==> src/hw/xbmp_pkg.sv <==
// Constants for the external bus mastership port.
// Assumes one core clock; pins are synchronous to it.
//
// How it works
// - Granted master waits for busy line idle
// - Grant removed: release at cycle end
// - Async enable selects two-stage input synchronizers
// - Take bus after busy idle, hold busy
// - Parking keeps busy asserted after activity ends
// - Release busy: drive high, then let go
// - Drive column strobe while master and not in standby
// - Not master, enable clear: strobe floats
// - Bus clock toggles when master and trace
// - Bus clock leads core clock quarter period
// - Inverse bus clock driven only while master
// - Request asserted on need, dropped after
// - Reset drops request, returns to slave
package xbmp_pkg;
  // Operating mode bit positions
  localparam int unsigned XBMP_OMR_ASYNC_ARB_BIT = 13;
  localparam int unsigned XBMP_OMR_ATE_BIT = 6;
  localparam int unsigned XBMP_OMR_W = 16;
  // Clock phase counter: four phases per bus clock period
  localparam logic [1:0] XBMP_PH_RESET = 2'h0;
  localparam logic [1:0] XBMP_PH_BCLK_RISE = 2'h3;
  localparam logic [1:0] XBMP_PH_CORE_CLOCK_OUT_RISE = 2'h0;
  localparam logic [1:0] XBMP_PH_HALF = 2'h2;

  typedef enum logic [1:0] {
    XBMP_SLAVE   = 2'b00,
    XBMP_PENDING = 2'b01,
    XBMP_MASTER  = 2'b10,
    XBMP_RELEASE = 2'b11
  } xbmp_state_t;
endpackage

==> src/hw/xbmp_port.sv <==
// Bus mastership port: arbitration, busy line, column strobe, bus clocks.
// Assumes pins are synchronous to clk_sys_i; the pad combines oe and out.
`timescale 1ns/10ps
`default_nettype none
module xbmp_port (
  // Clock and reset
  input wire logic clk_sys_i,
  input wire logic reset_n_i,
  // Core side
  input wire logic bus_need_i,
  input wire logic cycle_end_i,
  input wire logic standby_i,
  input wire logic [15:0] omr_i,
  input wire logic dram_mastership_enable_i,
  input wire logic col_strobe_n_i,
  output logic is_master_o,
  // Arbitration pins
  input wire logic bus_grant_in_n_i,
  output logic mastership_request_out_n_o,
  input wire logic shared_busy_line_n_i,
  output logic shared_busy_line_n_o,
  output logic shared_busy_line_oe_o,
  // Memory pins
  output logic col_strobe_n_o,
  output logic col_strobe_oe_o,
  output logic core_clock_out_o,
  output logic bus_clk_o,
  output logic bus_clk_oe_o,
  output logic bus_clk_n_o,
  output logic bus_clk_n_oe_o
);
  // ==========================================================
  // Input synchronizers
  logic grant_s1_q, grant_s2_q, busy_s1_q, busy_s2_q;
  always_ff @(posedge clk_sys_i or negedge reset_n_i) begin
    if (!reset_n_i) begin
      grant_s1_q <= 1'b1;
      grant_s2_q <= 1'b1;
      busy_s1_q <= 1'b1;
      busy_s2_q <= 1'b1;
    end else begin
      grant_s1_q <= bus_grant_in_n_i;
      grant_s2_q <= grant_s1_q;
      busy_s1_q <= shared_busy_line_n_i;
      busy_s2_q <= busy_s1_q;
    end
  end

  wire async_arb = omr_i[xbmp_pkg::XBMP_OMR_ASYNC_ARB_BIT];
  wire trace_en = omr_i[xbmp_pkg::XBMP_OMR_ATE_BIT];
  // Standby masks inputs so a grant seen in stop/wait is not acted on
  wire grant_raw_n = async_arb ? grant_s2_q : bus_grant_in_n_i;
  wire busy_raw_n = async_arb ? busy_s2_q : shared_busy_line_n_i;
  wire granted = !grant_raw_n && !standby_i;
  wire busy_idle = busy_raw_n && !standby_i;

  // ==========================================================
  // Arbitration state machine
  xbmp_pkg::xbmp_state_t state_q, state_d;
  logic req_q;
  wire master = (state_q == xbmp_pkg::XBMP_MASTER);

  always_comb begin
    state_d = state_q;
    unique case (state_q)
      xbmp_pkg::XBMP_SLAVE: begin
        if (granted && req_q) begin
          state_d = xbmp_pkg::XBMP_PENDING;
        end
      end
      xbmp_pkg::XBMP_PENDING: begin
        if (!granted) begin
          state_d = xbmp_pkg::XBMP_SLAVE;
        end else if (busy_idle) begin
          state_d = xbmp_pkg::XBMP_MASTER;
        end
      end
      xbmp_pkg::XBMP_MASTER: begin
        // Parking: without new grant loss the bus stays ours
        if (!granted && cycle_end_i) begin
          state_d = xbmp_pkg::XBMP_RELEASE;
        end
      end
      xbmp_pkg::XBMP_RELEASE: begin
        state_d = xbmp_pkg::XBMP_SLAVE;
      end
    endcase
  end

  always_ff @(posedge clk_sys_i or negedge reset_n_i) begin
    if (!reset_n_i) begin
      state_q <= xbmp_pkg::XBMP_SLAVE;
      req_q <= 1'b0;
    end else begin
      state_q <= state_d;
      req_q <= bus_need_i;
    end
  end

  // ==========================================================
  // Busy line: driven low while master, high one cycle on release
  assign shared_busy_line_n_o = !master;
  assign shared_busy_line_oe_o = master || (state_q == xbmp_pkg::XBMP_RELEASE);
  assign mastership_request_out_n_o = !req_q;
  assign is_master_o = master;

  // ==========================================================
  // Column strobe
  logic cas_q;
  always_ff @(posedge clk_sys_i or negedge reset_n_i) begin
    if (!reset_n_i) begin
      cas_q <= 1'b1;
    end else begin
      cas_q <= col_strobe_n_i;
    end
  end
  assign col_strobe_n_o = master ? cas_q : 1'b1;
  // Enable set keeps the strobe driven high when not master, outside standby
  assign col_strobe_oe_o = reset_n_i && !standby_i && (master || dram_mastership_enable_i);

  // ==========================================================
  // Clocks: four phases, bus clock rises one phase before core clock
  logic [1:0] phase_q;
  logic bclk_q, cko_q;
  wire [1:0] phase_nx = phase_q + 2'h1;
  wire cko_hi = (phase_nx - xbmp_pkg::XBMP_PH_CORE_CLOCK_OUT_RISE) < xbmp_pkg::XBMP_PH_HALF;
  wire bclk_hi = (phase_nx - xbmp_pkg::XBMP_PH_BCLK_RISE) < xbmp_pkg::XBMP_PH_HALF;
  wire bclk_run = master && trace_en;
  // Start only on the rise phase so the first bus clock pulse is never short
  wire bclk_start = bclk_q || (phase_nx == xbmp_pkg::XBMP_PH_BCLK_RISE);
  wire bclk_d = bclk_run && bclk_hi && bclk_start;
  always_ff @(posedge clk_sys_i or negedge reset_n_i) begin
    if (!reset_n_i) begin
      phase_q <= xbmp_pkg::XBMP_PH_RESET;
      bclk_q <= 1'b0;
      // Reset phase level, so no false core clock rise follows reset
      cko_q <= (xbmp_pkg::XBMP_PH_RESET - xbmp_pkg::XBMP_PH_CORE_CLOCK_OUT_RISE) < xbmp_pkg::XBMP_PH_HALF;
    end else begin
      phase_q <= phase_nx;
      cko_q <= cko_hi;
      bclk_q <= bclk_d;
    end
  end
  assign core_clock_out_o = cko_q;
  assign bus_clk_o = bclk_q;
  assign bus_clk_oe_o = master && !standby_i;
  assign bus_clk_n_o = !bclk_q;
  assign bus_clk_n_oe_o = master && !standby_i;

  // ==========================================================
  // Checks
  busy_wait_a: assert property (@(posedge clk_sys_i) disable iff (!reset_n_i)
    $rose(master) |-> $past(busy_idle))
    else $error("master taken while busy");

  busy_hold_a: assert property (@(posedge clk_sys_i) disable iff (!reset_n_i)
    master |-> shared_busy_line_oe_o && !shared_busy_line_n_o)
    else $error("busy not held");

  busy_rel_a: assert property (@(posedge clk_sys_i) disable iff (!reset_n_i)
    $fell(master) |-> shared_busy_line_oe_o && shared_busy_line_n_o ##1 !shared_busy_line_oe_o)
    else $error("busy not actively released");

  grant_drop_a: assert property (@(posedge clk_sys_i) disable iff (!reset_n_i)
    master && !granted && cycle_end_i |=> !master)
    else $error("bus not released");

  sync_path_a: assert property (@(posedge clk_sys_i) disable iff (!reset_n_i)
    async_arb && $stable(async_arb) |-> grant_raw_n == $past(bus_grant_in_n_i, 2))
    else $error("grant not synchronized");

  cas_drive_a: assert property (@(posedge clk_sys_i) disable iff (!reset_n_i)
    master && !standby_i |-> col_strobe_oe_o)
    else $error("strobe not driven");

  cas_float_a: assert property (@(posedge clk_sys_i) disable iff (!reset_n_i)
    !master && !dram_mastership_enable_i |-> !col_strobe_oe_o)
    else $error("strobe driven");

  bclk_idle_a: assert property (@(posedge clk_sys_i) disable iff (!reset_n_i)
    !(master && trace_en) |=> !bclk_q)
    else $error("bus clock toggled");

  bclk_lead_a: assert property (@(posedge clk_sys_i) disable iff (!reset_n_i)
    $rose(bclk_q) |=> $rose(cko_q))
    else $error("bus clock lead wrong");

  req_track_a: assert property (@(posedge clk_sys_i) disable iff (!reset_n_i)
    mastership_request_out_n_o == !$past(bus_need_i))
    else $error("request wrong");

  slave_stay_a: assert property (@(posedge clk_sys_i) disable iff (!reset_n_i)
    state_q == xbmp_pkg::XBMP_SLAVE && !(granted && req_q) |=> state_q == xbmp_pkg::XBMP_SLAVE)
    else $error("slave left without grant");

  pend_entry_a: assert property (@(posedge clk_sys_i) disable iff (!reset_n_i)
    state_q == xbmp_pkg::XBMP_SLAVE && granted && req_q |=> state_q == xbmp_pkg::XBMP_PENDING)
    else $error("grant not taken as pending");

  pend_wait_a: assert property (@(posedge clk_sys_i) disable iff (!reset_n_i)
    state_q == xbmp_pkg::XBMP_PENDING && granted && !busy_idle |=> !master)
    else $error("pending left while busy");

  pend_take_a: assert property (@(posedge clk_sys_i) disable iff (!reset_n_i)
    state_q == xbmp_pkg::XBMP_PENDING && granted && busy_idle |=> master)
    else $error("idle bus not taken");

  pend_lost_a: assert property (@(posedge clk_sys_i) disable iff (!reset_n_i)
    state_q == xbmp_pkg::XBMP_PENDING && !granted |=> state_q == xbmp_pkg::XBMP_SLAVE)
    else $error("lost grant not dropped");

  take_path_a: assert property (@(posedge clk_sys_i) disable iff (!reset_n_i)
    $rose(master) |-> $past(state_q == xbmp_pkg::XBMP_PENDING))
    else $error("master taken without pending");

  park_hold_a: assert property (@(posedge clk_sys_i) disable iff (!reset_n_i)
    master && (granted || !cycle_end_i) |=> master)
    else $error("parked bus lost");

  park_req_a: assert property (@(posedge clk_sys_i) disable iff (!reset_n_i)
    master && mastership_request_out_n_o && !cycle_end_i |=> master && !shared_busy_line_n_o)
    else $error("parking ended without request");

  rel_entry_a: assert property (@(posedge clk_sys_i) disable iff (!reset_n_i)
    $fell(master) |-> $past(!granted && cycle_end_i))
    else $error("release outside cycle end");

  rel_one_a: assert property (@(posedge clk_sys_i) disable iff (!reset_n_i)
    state_q == xbmp_pkg::XBMP_RELEASE |=> state_q == xbmp_pkg::XBMP_SLAVE)
    else $error("release longer than one cycle");

  rel_drive_a: assert property (@(posedge clk_sys_i) disable iff (!reset_n_i)
    state_q == xbmp_pkg::XBMP_RELEASE |-> shared_busy_line_oe_o && shared_busy_line_n_o)
    else $error("busy not driven high");

  slave_float_a: assert property (@(posedge clk_sys_i) disable iff (!reset_n_i)
    !master && state_q != xbmp_pkg::XBMP_RELEASE |-> !shared_busy_line_oe_o)
    else $error("busy driven by slave");

  req_rise_a: assert property (@(posedge clk_sys_i) disable iff (!reset_n_i)
    $rose(bus_need_i) |=> !mastership_request_out_n_o)
    else $error("request not raised");

  req_fall_a: assert property (@(posedge clk_sys_i) disable iff (!reset_n_i)
    $fell(bus_need_i) |=> mastership_request_out_n_o)
    else $error("request not dropped");

  sync_busy_a: assert property (@(posedge clk_sys_i) disable iff (!reset_n_i)
    async_arb && $stable(async_arb) |-> busy_raw_n == $past(shared_busy_line_n_i, 2))
    else $error("busy not synchronized");

  direct_grant_a: assert property (@(posedge clk_sys_i) disable iff (!reset_n_i)
    !async_arb |-> grant_raw_n == bus_grant_in_n_i)
    else $error("grant not direct");

  direct_busy_a: assert property (@(posedge clk_sys_i) disable iff (!reset_n_i)
    !async_arb |-> busy_raw_n == shared_busy_line_n_i)
    else $error("busy not direct");

  stby_mask_a: assert property (@(posedge clk_sys_i) disable iff (!reset_n_i)
    standby_i |-> !granted && !busy_idle)
    else $error("inputs not masked in standby");

  stby_pend_a: assert property (@(posedge clk_sys_i) disable iff (!reset_n_i)
    standby_i && state_q == xbmp_pkg::XBMP_PENDING |=> state_q == xbmp_pkg::XBMP_SLAVE)
    else $error("pending kept in standby");

  stby_slave_a: assert property (@(posedge clk_sys_i) disable iff (!reset_n_i)
    standby_i && state_q == xbmp_pkg::XBMP_SLAVE |=> state_q == xbmp_pkg::XBMP_SLAVE)
    else $error("grant acted on in standby");

  cas_stby_a: assert property (@(posedge clk_sys_i) disable iff (!reset_n_i)
    standby_i |-> !col_strobe_oe_o)
    else $error("strobe driven in standby");

  bclk_stby_a: assert property (@(posedge clk_sys_i) disable iff (!reset_n_i)
    standby_i |-> !bus_clk_oe_o && !bus_clk_n_oe_o)
    else $error("bus clocks driven in standby");

  cas_high_a: assert property (@(posedge clk_sys_i) disable iff (!reset_n_i)
    !master |-> col_strobe_n_o)
    else $error("strobe active when not master");

  cas_follow_a: assert property (@(posedge clk_sys_i) disable iff (!reset_n_i)
    master |-> col_strobe_n_o == $past(col_strobe_n_i))
    else $error("strobe not passed through");

  bclkn_inv_a: assert property (@(posedge clk_sys_i) disable iff (!reset_n_i)
    bus_clk_n_oe_o |-> bus_clk_n_o == !bus_clk_o)
    else $error("inverse bus clock wrong");

  bclkn_float_a: assert property (@(posedge clk_sys_i) disable iff (!reset_n_i)
    !master |-> !bus_clk_n_oe_o && !bus_clk_oe_o)
    else $error("bus clocks driven by slave");

  bclk_rise_a: assert property (@(posedge clk_sys_i) disable iff (!reset_n_i)
    $rose(bclk_q) |-> phase_q == xbmp_pkg::XBMP_PH_BCLK_RISE)
    else $error("bus clock rose off phase");

  cko_rise_a: assert property (@(posedge clk_sys_i) disable iff (!reset_n_i)
    $rose(cko_q) |-> phase_q == xbmp_pkg::XBMP_PH_CORE_CLOCK_OUT_RISE)
    else $error("core clock rose off phase");

  cko_width_a: assert property (@(posedge clk_sys_i) disable iff (!reset_n_i)
    $rose(cko_q) |=> cko_q ##1 !cko_q ##1 !cko_q ##1 cko_q)
    else $error("core clock period wrong");
endmodule
`default_nettype wire

==> config.mk <==
export PLATFORM = sky130hd
export DESIGN_NAME = xbmp_port
export DESIGN_NICKNAME = d
export VERILOG_FILES = /design/src/hw/xbmp_pkg.sv /design/src/hw/xbmp_port.sv
export SDC_FILE = /design/constraint.sdc
export NUM_CORES = 1
export LEC_CHECK = 0
export BUFFER_PORTS_ARGS = -buffer_cell sky130_fd_sc_hd__clkbuf_2
export CAP_MARGIN = 10
export CELL_PAD_IN_SITES_DETAIL_PLACEMENT = 0
export CELL_PAD_IN_SITES_GLOBAL_PLACEMENT = 1
export CORE_MARGIN = 5
export CORE_UTILIZATION = 26
export CTS_CLUSTER_DIAMETER = 100
export DETAILED_ROUTE_END_ITERATION = 8
export PLACE_DENSITY_LB_ADDON = 0.05
export SYNTH_ARGS = -nofsm -noshare
export SYNTH_HDL_FRONTEND = slang
export SYNTH_SLANG_ARGS = --single-unit
export TNS_END_PERCENT = 30
==> constraint.sdc <==
create_clock -name clk_sys_i -period 1.82 [get_ports clk_sys_i]
set_clock_uncertainty 0.15 [all_clocks]
set_input_delay 0.182 -clock clk_sys_i [delete_from_list [all_inputs] [get_ports clk_sys_i]]
set_output_delay 0.182 -clock clk_sys_i [all_outputs]
set_load 0.03 [all_outputs]
==> impl_metrics.tcl, run 1 <==
set metrics [dict create \
    clock-sinks 12 \
    wl_um 1019 \
    yosys_warnings 0 \
    clk_latency_ps 260 \
    power_density_mw_per_mm2 934.3 \
    clk_pin_slew_ps 70 \
    cts_max_level 1 \
    power_frac_comb_pct 30.4 \
    cts_made_buffers 3 \
    post-route-period-util_pct 94.72 \
    hpwl_um 839.3 \
    synth_area_per_cell_sq_um 13.17 \
    initial_utilization_pct 27.46 \
    cp_max_fo 13 \
    synthSimpleGateAreaFrac_pct 9.763 \
    crit_arrival_ps 1390 \
    async_flop_share_pct 100.0 \
    netlist-cell-type-count 20 \
    grt_max_degree 14 \
    rows 15 \
    post_drt_wl_per_cell_um 11.45 \
    setup_viol 0 \
    tns_ps 0 \
    hold_viol 0 \
    crit_chain "dlygate4sd3_1, buf_2, nor3b_4, buf_4" \
    synth_fa_ha_area_share_pct 2.639 \
    synth.largest_area_cell "dfstp_2" \
    synthFlopType "dfstp_2" \
    antenna_left 0 \
    place.gp.congestion 0.7161 \
    coreArea_sq_mm 0.001727 \
    syn_inst 36 \
    die-area_sq_mm 0.002778 \
    cts_tree "built" \
    num_antenna_cells 0 \
    ys_ff_latch 12 \
    synth-edff-count 0 \
    drive_gt1_share_pct 56.25 \
    min_period_ps 1724 \
    hold_path_class "input pin to flop" \
    startpoint_type "input pin" \
    final_max_slew_viol_count 0 \
    p_int_uw 436.1 \
    power.leakage_nw 0.3513 \
    layout_commonest_cell "clkbuf_2" \
    netSwitchingFraction_pct 33.38 \
    worst_path_largest_cell_delay_ps 520 \
    endpoint_kind "output pin" \
    max_cap_viol_count 0 \
    rsz0062_at_grt "false" \
    cp.required_ps 1490 \
    outcome "completed" \
    yosysSeqAreaShare_pct 64.91 \
    synth_top_family_by_area "compound AO/OA/AOI/OAI gates" \
    cp_slowest_cell "dlygate4sd3_1" \
    overflow 0 \
    via_count 361 \
    synth_area_leaders "dfstp_2 (33%), dfrtp_1 (32%), inv_1 (4.0%)" \
    p_seq_share_pct 46.5 \
    final_nets 92 \
    worst_hold_slack_ps 18.27 \
    p_switching_uw 218.5 \
    dp_worst_setup_slack_ps 258.0 \
    grt_usage_pct 8.526 \
    power_frac_clock_pct 23.2 \
    synth-xor-area-share_pct 1.847 \
    post_cts_buffers 0 \
    timing.fmax_ghz 0.5801 \
    tightest_slew_ps 369.1 \
    synth_top_area_share_pct 33.25 \
    drc 0 \
    synth.net_count 62 \
    die_h_um 52.71 \
    antenna_found_initial 0 \
    relSlewSlack_pct 75.34 \
    io_buffer_count 21 \
    ctsRootBufferMaster "clkbuf_4" \
    drt_iter0_drc 2 \
    firstDrtPassIters 2 \
    finalWorstSetupSlack_ps 96.08 \
    path_class "input pin to output pin" \
    viasPerCell 4.056 \
    vdd_drop_max_v 0.0004516 \
    clk_path_buf_depth 2 \
    grt_pass1_wl_um 1676 \
    netlist_area_sq_um 474.2 \
    layout_common_cells "clkbuf_2 (19), dfrtp_1 (6), dfstp_2 (6), dlygate4sd3_1 (6), inv_1 (4)" \
    synth_compound_area_share_pct 10.03 \
    muxShareOfSynthArea_pct 4.485 \
    area_growth_pct 47.76 \
    first_global_vias 391 \
    die_x_um 52.71 \
    io_pins 36 \
]
-- final cells by class --
type / count / area, sq um
flip-flops and latches: 12 / 307.8
multi-input cells: 17 / 150.1
repair buffers: 27 / 167.7
well taps: 25 / 31.28
clock buffers: 3 / 22.52
inverters: 5 / 21.27
fillers: 183 / 1026
-- registers in the layout, summed over array words and instances, names as in the netlist, named ones only --
name              flops
req_q                 1
core_clock_out_o      1
bus_clk_o             1
busy_s2_q             1
grant_s2_q            1
busy_s1_q             1
cas_q                 1
grant_s1_q            1
state_q               1
phase_q               2
-- power by group through the flow --
stage	Sequential, mW	Combinational [mW]	Clock [mW]
3_5_place_dp	0.308	0.187	0
2_1_floorplan	0.304	0.132	0
4_1_cts	0.304	0.200	0.164
3_3_place_gp	0.306	0.184	0
5_1_grt	0.307	0.214	0.176
6_report	0.304	0.199	0.152
-- layer usage --
layer	share of wire [%]	track usage, %
met5	0	0
met1	38	9.532
met2	50	13.64
met3	11	3.989
met4	0	3.830
-- critical path, delay by kind of cell --
kind                   cells  cell delay (ps)
buffers and inverters      3              980
AND/OR/NAND/NOR            1              230
-- what timing repair did --
action                     CTS  global route
hold endpoints to repair    17             0
pin swaps                    0             0
hold buffers                 6             0
resized for setup            2             3
setup endpoints to repair    1             1
-- worst paths after layout --
kind | startpoint | endpoint | slack, ps | cells after the start
max in group asynchronous | reset_n_i | cas_q$_DFF_PN1_ | 1060 | 2
setup / recovery | reset_n_i | col_strobe_oe_o | 100 | 4
hold / removal | cycle_end_i | state_q[0]$_DFFE_PN0P_ | 20 | 2
min in group asynchronous | reset_n_i | bus_clk_o$_DFF_PN0_ | 190 | 2
hold reg to reg | grant_s1_q$_DFF_PN1_ | grant_s2_q$_DFF_PN1_ | 210 | 0
setup reg to reg | phase_q[0]$_DFF_PN0_ | bus_clk_o$_DFF_PN0_ | 470 | 4
-- kinds of logic (layout without fill, tap and decap cells) --
| kind of cell | after synthesis | after routing |
|---|---|---|
| xor gates and xnor gates | 1 | 1 |
| DFF | 12 | 12 |
| and+or+nand+nor | 8 | 8 |
| muxes | 2 | 2 |
| adders and majority gates | 1 | 1 |
| buffers and inverters | 7 | 35 |
| AOI/OAI and AO/OA | 5 | 5 |
-- metrics by stage --
step / std cells / total power, mW / area (sq um) / util, %
CTS: 89 / 0.6683 / 698.2 / 40.43
detailed placement: 80 / 0.4943 / 610.6 / 35.36
floorplan: 36 / 0.4360 / 485.5 / -
global route: 89 / 0.6977 / 700.7 / 40.58
global placement: 80 / 0.4902 / 610.6 / 35.36
finish: 89 / 0.6546 / 700.7 / 40.58
-- cell usage after synthesis, types with 2 or more instances --
cell type and n:
dfrtp_1 6, dfstp_2 6, nand2b_1 2, inv_1 5
nor2_1 2
Power figures use the tool's default switching activity.
==> inputs of run 2 (changes only) <==
Settings changed: CORE_UTILIZATION 26 to 28, CTS_BUF_LIST from default to sky130_fd_sc_hd__clkbuf_8.
Clock period 1.82 ns to 1.7 ns, I/O delays scaled along.
==> run 2 against run 1 <==
Die area is 5.8% lower. Critical path type is now flop to output pin. First-iteration DRC count stayed put. Critical endpoint unchanged. Worst hold slack worse by 10 ps. Count of clock-buffer cells in the layout is 1 higher. Routed wire length is 2.2% higher. Via count is 4.4% higher.
==> impl_metrics.tcl, run 2 (synthesized netlist as in run 1, its figures left out) <==
set metrics [dict create \
    drc 0 \
    fill_cells 142 \
    timing.fmax_ghz 0.6278 \
    p_switching_uw 257.5 \
    outcome "completed" \
    setup_viol 0 \
    endpoint_kind "output pin" \
    dpl.cell_count 72 \
    min_to "bus_clk_o$_DFF_PN0_" \
    final_nets 93 \
    cts_tree "built" \
    largest_reg_flops 2 \
    coreArea_sq_mm 0.001559 \
    rsz0062_at_grt "false" \
    cp.required_ps 1380 \
    die-area_sq_mm 0.002617 \
    dpl-instance-area_sq_um 609.3 \
    r2r-start "busy_s2_q$_DFF_PN1_" \
    io_buffer_count 21 \
    die_h_um 51.16 \
    netSwitchingFraction_pct 29.89 \
    clk_pin_slew_ps 50 \
    hp-start "omr_i[6]" \
    antenna_left 0 \
    hold_viol 0 \
    final_max_slew_viol_count 0 \
    power.leakage_nw 0.3764 \
    worst_hold_slack_ps 7.960 \
    max_cap_viol_count 0 \
    overflow 0 \
    cts_made_buffers 3 \
    reg2reg_depth 3 \
    place.gp.congestion 0.6707 \
    final_cell_area_sq_um 738.2 \
    power_frac_clock_pct 35.2 \
    via_count 377 \
    hold_path_class "input pin to flop" \
    viasPerCell 4.598 \
    startpoint_type "flop" \
    layout_common_cells "clkbuf_2 (20), dfrtp_1 (6), dfstp_2 (6)" \
    vdd_drop_max_v 0.0004897 \
    io_pins 36 \
    rrSetupSlack_ps 370 \
    first_global_vias 419 \
    drt_iter0_drc 2 \
    final_cells 82 \
    rr_endpoint "state_q[0]$_DFFE_PN0P_" \
    wl_um 1041 \
    ctsRootBufferMaster "clkbuf_8" \
    cp-startpoint "state_q[0]$_DFFE_PN0P_" \
    clk_path_buf_depth 2 \
    post_drt_wl_per_cell_um 12.70 \
    drive_gt1_share_pct 60.61 \
    crit_arrival_ps 1270 \
    clk_latency_ps 240 \
    relSlewSlack_pct 77.07 \
    post-route-period-util_pct 93.69 \
    power_uw 861.6 \
    layout_commonest_cell "clkbuf_2" \
    power_frac_comb_pct 26.7 \
    area_growth_pct 55.67 \
    p_seq_share_pct 38.1 \
    power_density_mw_per_mm2 1167 \
    hold_depth 3 \
    initial_utilization_pct 30.42 \
    rows 14 \
    cts_max_level 1 \
    min_period_ps 1593 \
    grt_max_degree 13 \
    clock-sinks 12 \
    tns_ps 0 \
    grt_usage_pct 9.197 \
    firstDrtPassIters 2 \
    antenna_found_initial 0 \
    die_x_um 51.16 \
    grt_pass1_wl_um 1752 \
    regMostFlops "phase_q" \
    cp_max_fo 4 \
    path_class "flop to output pin" \
    p_int_uw 604.1 \
    hpwl_um 856.2 \
    tightest_slew_ps 343.2 \
    num_antenna_cells 0 \
]
-- run 2: how the worst max path moves through the flow --
stage	endpoint	slack (ps)	cells after the start
floorplan	col_strobe_oe_o	-40	4
global placement	col_strobe_oe_o	180	5
detailed placement	col_strobe_oe_o	150	5
CTS	col_strobe_oe_o	20	5
global route	col_strobe_oe_o	50	5
finish	col_strobe_oe_o	110	5
-- run 2: final cells by class --
class,count,area [sq um],area share (%)
timing repair buffer,28,178.9,24.24
sequential,12,307.8,41.69
inverter,5,18.77,2.542
tap,16,20.02,2.712
multi-input combinational,17,157.7,21.36
clock buffer,4,55.05,7.458
-- run 2: repair_timing --
item | CTS | global route
endpoints found under the hold margin | 16 | 0
setup buffers | 1 | 0
hold buffers | 5 | 0
resized for setup | 3 | 1
setup endpoints to repair | 1 | 1
-- run 2: worst max-delay path, stage by stage (launching register included) --
cell and delay [ps]:
dfrtp_1 390, nand2b_4 170, inv_2 70, nor2_1 60
nor3b_4 160, clkbuf_8 180
-- run 2: power groups by stage --
| stage | logic (mW) | clock network, mW | registers (mW) |
|---|---|---|---|
| after floorplan | 0.143 | 0 | 0.325 |
| after global placement | 0.201 | 0 | 0.327 |
| after detailed placement | 0.204 | 0 | 0.329 |
| after CTS | 0.230 | 0.312 | 0.326 |
| after global routing | 0.248 | 0.325 | 0.332 |
| final | 0.230 | 0.303 | 0.329 |
-- run 2: stage by stage --
stage / setup WS (ps) / utilization [%]
CTS: 17.27 / 47.03
detailed placement: 150.6 / 39.09
floorplan: -35.75 / -
global placement: 183.8 / 39.09
global route: 49.12 / 47.35
finish: 107.2 / 47.35
-- run 2: metal layers --
metal  vias to the layer above  part of all wire [%]  wire length [um]  GRT usage, %
li1                        177                     -                 -             -
met1                       184                    40               415         8.909
met2                        16                    49               508         15.67
met3                         0                    11               117         4.651
met4                         0                     0                 0         5.381
met5                         -                     0                 0             0
==> inputs of run 3 (changes only) <==
Settings changed: ABC_AREA from default to 1.
==> run 3 against run 2 <==
Count of clock-buffer cells in the layout did not move. Non-clock buffer count did not move. Total power rose by 16%. Clock power barely moved. Setup slack got worse by 23 ps. Core utilization fell by 3.1 points. Critical path type unchanged. Critical endpoint is now col_strobe_n_o.
==> impl_metrics.tcl, run 3 <==
set metrics [dict create \
    cp_max_fo 5 \
    reg2reg_depth 5 \
    p_int_uw 640.4 \
    post_drt_wl_per_cell_um 9.929 \
    die-area_sq_mm 0.002816 \
    setup_viol 0 \
    timing.fmax_ghz 0.6188 \
    yosysSeqAreaShare_pct 59.28 \
    cp-startpoint "state_q[0]$_DFFE_PN0P_" \
    hold_path_class "input pin to flop" \
    drc 0 \
    outcome "completed" \
    power_frac_comb_pct 34.7 \
    hold_viol 0 \
    max_cap_viol_count 0 \
    synth_area_leaders "dfstp_2 (30%), dfrtp_1 (29%), nand2_1 (8.0%)" \
    power_density_mw_per_mm2 1296 \
    rsz0062_at_grt "false" \
    yosys_warnings 0 \
    drt_iter0_drc 2 \
    area_growth_pct 48.67 \
    clk_path_buf_depth 2 \
    tightest_slew_ps 174.6 \
    coreArea_sq_mm 0.001745 \
    ctsResizeCount 0 \
    relSlewSlack_pct 88.41 \
    netlist-cell-type-count 17 \
    p_switching_uw 359.8 \
    num_antenna_cells 0 \
    endpoint_kind "output pin" \
    hpwl_um 924.6 \
    grt_usage_pct 9.301 \
    clk_latency_ps 240 \
    p_seq_share_pct 35.2 \
    first_global_vias 434 \
    clk_pin_slew_ps 50 \
    startpoint_type "flop" \
    die_h_um 53.07 \
    final_cells 112 \
    syn_inst 57 \
    async_flop_share_pct 100.0 \
    layout_commonest_cell "clkbuf_2" \
    rrSetupSlack_ps 450 \
    synth_top_area_share_pct 30.36 \
    largest_reg_flops 2 \
    cts_made_buffers 3 \
    synth.largest_area_cell "dfstp_2" \
    netlist_area_sq_um 519.2 \
    overflow 0 \
    antenna_left 0 \
    synth.net_count 83 \
    viasPerCell 3.893 \
    synth-edff-count 0 \
    grt_max_degree 13 \
    initial_utilization_pct 29.75 \
    power_frac_clock_pct 30.1 \
    tns_ps 0 \
    io_buffer_count 21 \
    cts_max_level 1 \
    ys_ff_latch 12 \
    wl_um 1112 \
    min_period_ps 1616 \
    firstDrtPassIters 2 \
    synth_area_per_cell_sq_um 9.110 \
    final_max_slew_viol_count 0 \
    power.leakage_nw 0.4124 \
    dpl.cell_count 102 \
    vdd_drop_max_v 0.0008258 \
    rows 15 \
    final_nets 114 \
    clock-sinks 12 \
    ctsRootBufferMaster "clkbuf_8" \
    synth_top_cells_by_count "nand2_1 (11), inv_1 (10), nor2_1 (7), dfrtp_1 (6), dfstp_2 (6)" \
    netSwitchingFraction_pct 35.97 \
    grt_pass1_wl_um 1828 \
    die_x_um 53.07 \
    crit_arrival_ps 1300 \
    place.gp.congestion 0.6438 \
    io_pins 36 \
    layout_common_cells "clkbuf_2 (21), nand2_1 (11), inv_1 (10)" \
    yosys.cell_count.top_type "nand2_1" \
    cp.required_ps 1380 \
    fill_cells 187 \
    synthFlopType "dfstp_2" \
    crit_end "col_strobe_n_o" \
    cts_tree "built" \
    regMostFlops "phase_q" \
    post-route-period-util_pct 95.06 \
    antenna_found_initial 0 \
    drive_gt1_share_pct 44.83 \
    path_class "flop to output pin" \
    via_count 436 \
]
## run 3: cell types whose count changed in the layout (fill, tap and decap cells not counted), sizes merged, moves of 2 or more
| cell | previous run | this run |
|---|---|---|
| inv | 5 | 13 |
| nand2 | 0 | 11 |
| nand2b | 2 | 0 |
| nand3 | 0 | 2 |
| nand4 | 0 | 3 |
| nor2 | 2 | 9 |
## run 3: cells by family after synthesis
group	Yosys count	synth area share (%)
adders and majority gates	1	2.409
DFF	12	59.28
buffers and inverters	15	11.57
and+or+nand+nor	26	23.14
AOI/OAI and AO/OA	3	3.615
## run 3: cell type report
cell class	count	area, sq um	share of cell area (%)
Clock buffer	4	55.05	7.131
Inverter	13	48.80	6.321
Multi-Input combinational cell	30	158.9	20.58
Sequential cell	12	307.8	39.87
Tap cell	25	31.28	4.052
Timing Repair Buffer	28	170.2	22.04
## run 3: through the flow
stage / power [mW] / hold slack (ps) / util (%) / setup slack (ps) / instance area, sq um
after floorplan: 0.6004 / -275.6 / - / 118.7 / 526.8
after global placement: 0.6848 / -28.52 / 37.78 / 315.4 / 659.4
after detailed placement: 0.6852 / -25.20 / 37.78 / 310.8 / 659.4
after CTS: 1.006 / 17.00 / 43.80 / 46.54 / 764.5
after global routing: 1.071 / 57.79 / 44.23 / 2.960 / 772.0
final: 1.000 / 25.47 / 44.23 / 83.96 / 772.0
## run 3: what timing repair did
| action | 4_1_cts | 5_1_grt |
|---|---|---|
| hold endpoints to repair | 16 | 0 |
| hold buffers | 5 | 0 |
| endpoints found under the setup margin | 0 | 2 |
| setup buffers | 0 | 1 |
## run 3: worst min-delay path by stage
stage | from | end | cells past startpoint
final | omr_i[6] | bus_clk_o$_DFF_PN0_ | 3
after global routing | omr_i[6] | bus_clk_o$_DFF_PN0_ | 3
after CTS | omr_i[6] | bus_clk_o$_DFF_PN0_ | 3
after detailed placement | reset_n_i | async pin | 2
after global placement | reset_n_i | bus_clk_o$_DFF_PN0_ | 2
after floorplan | reset_n_i | async pin | 0
## run 3: routing by layer
metal	share of wire, %	vias up	track usage (%)	wire length, um
li1	-	231	-	-
met1	47	191	11.19	524
met2	46	14	14.26	510
met3	6.8	0	5.070	76
met4	0	0	2.553	0
met5	0	-	0	0
## run 3: power by group through the flow
stage / clock network [mW] / registers [mW] / logic (mW)
finish: 0.301 / 0.352 / 0.347
global route: 0.334 / 0.355 / 0.382
CTS: 0.316 / 0.355 / 0.335
detailed placement: 0 / 0.359 / 0.326
global placement: 0 / 0.359 / 0.326
floorplan: 0 / 0.354 / 0.246
## run 3: worst max-delay path, cell delays in order (launching register included)
cell,delay [ps]
dfrtp_1,420
nor2_4,180
inv_2,80
or2_1,200
clkbuf_2,180
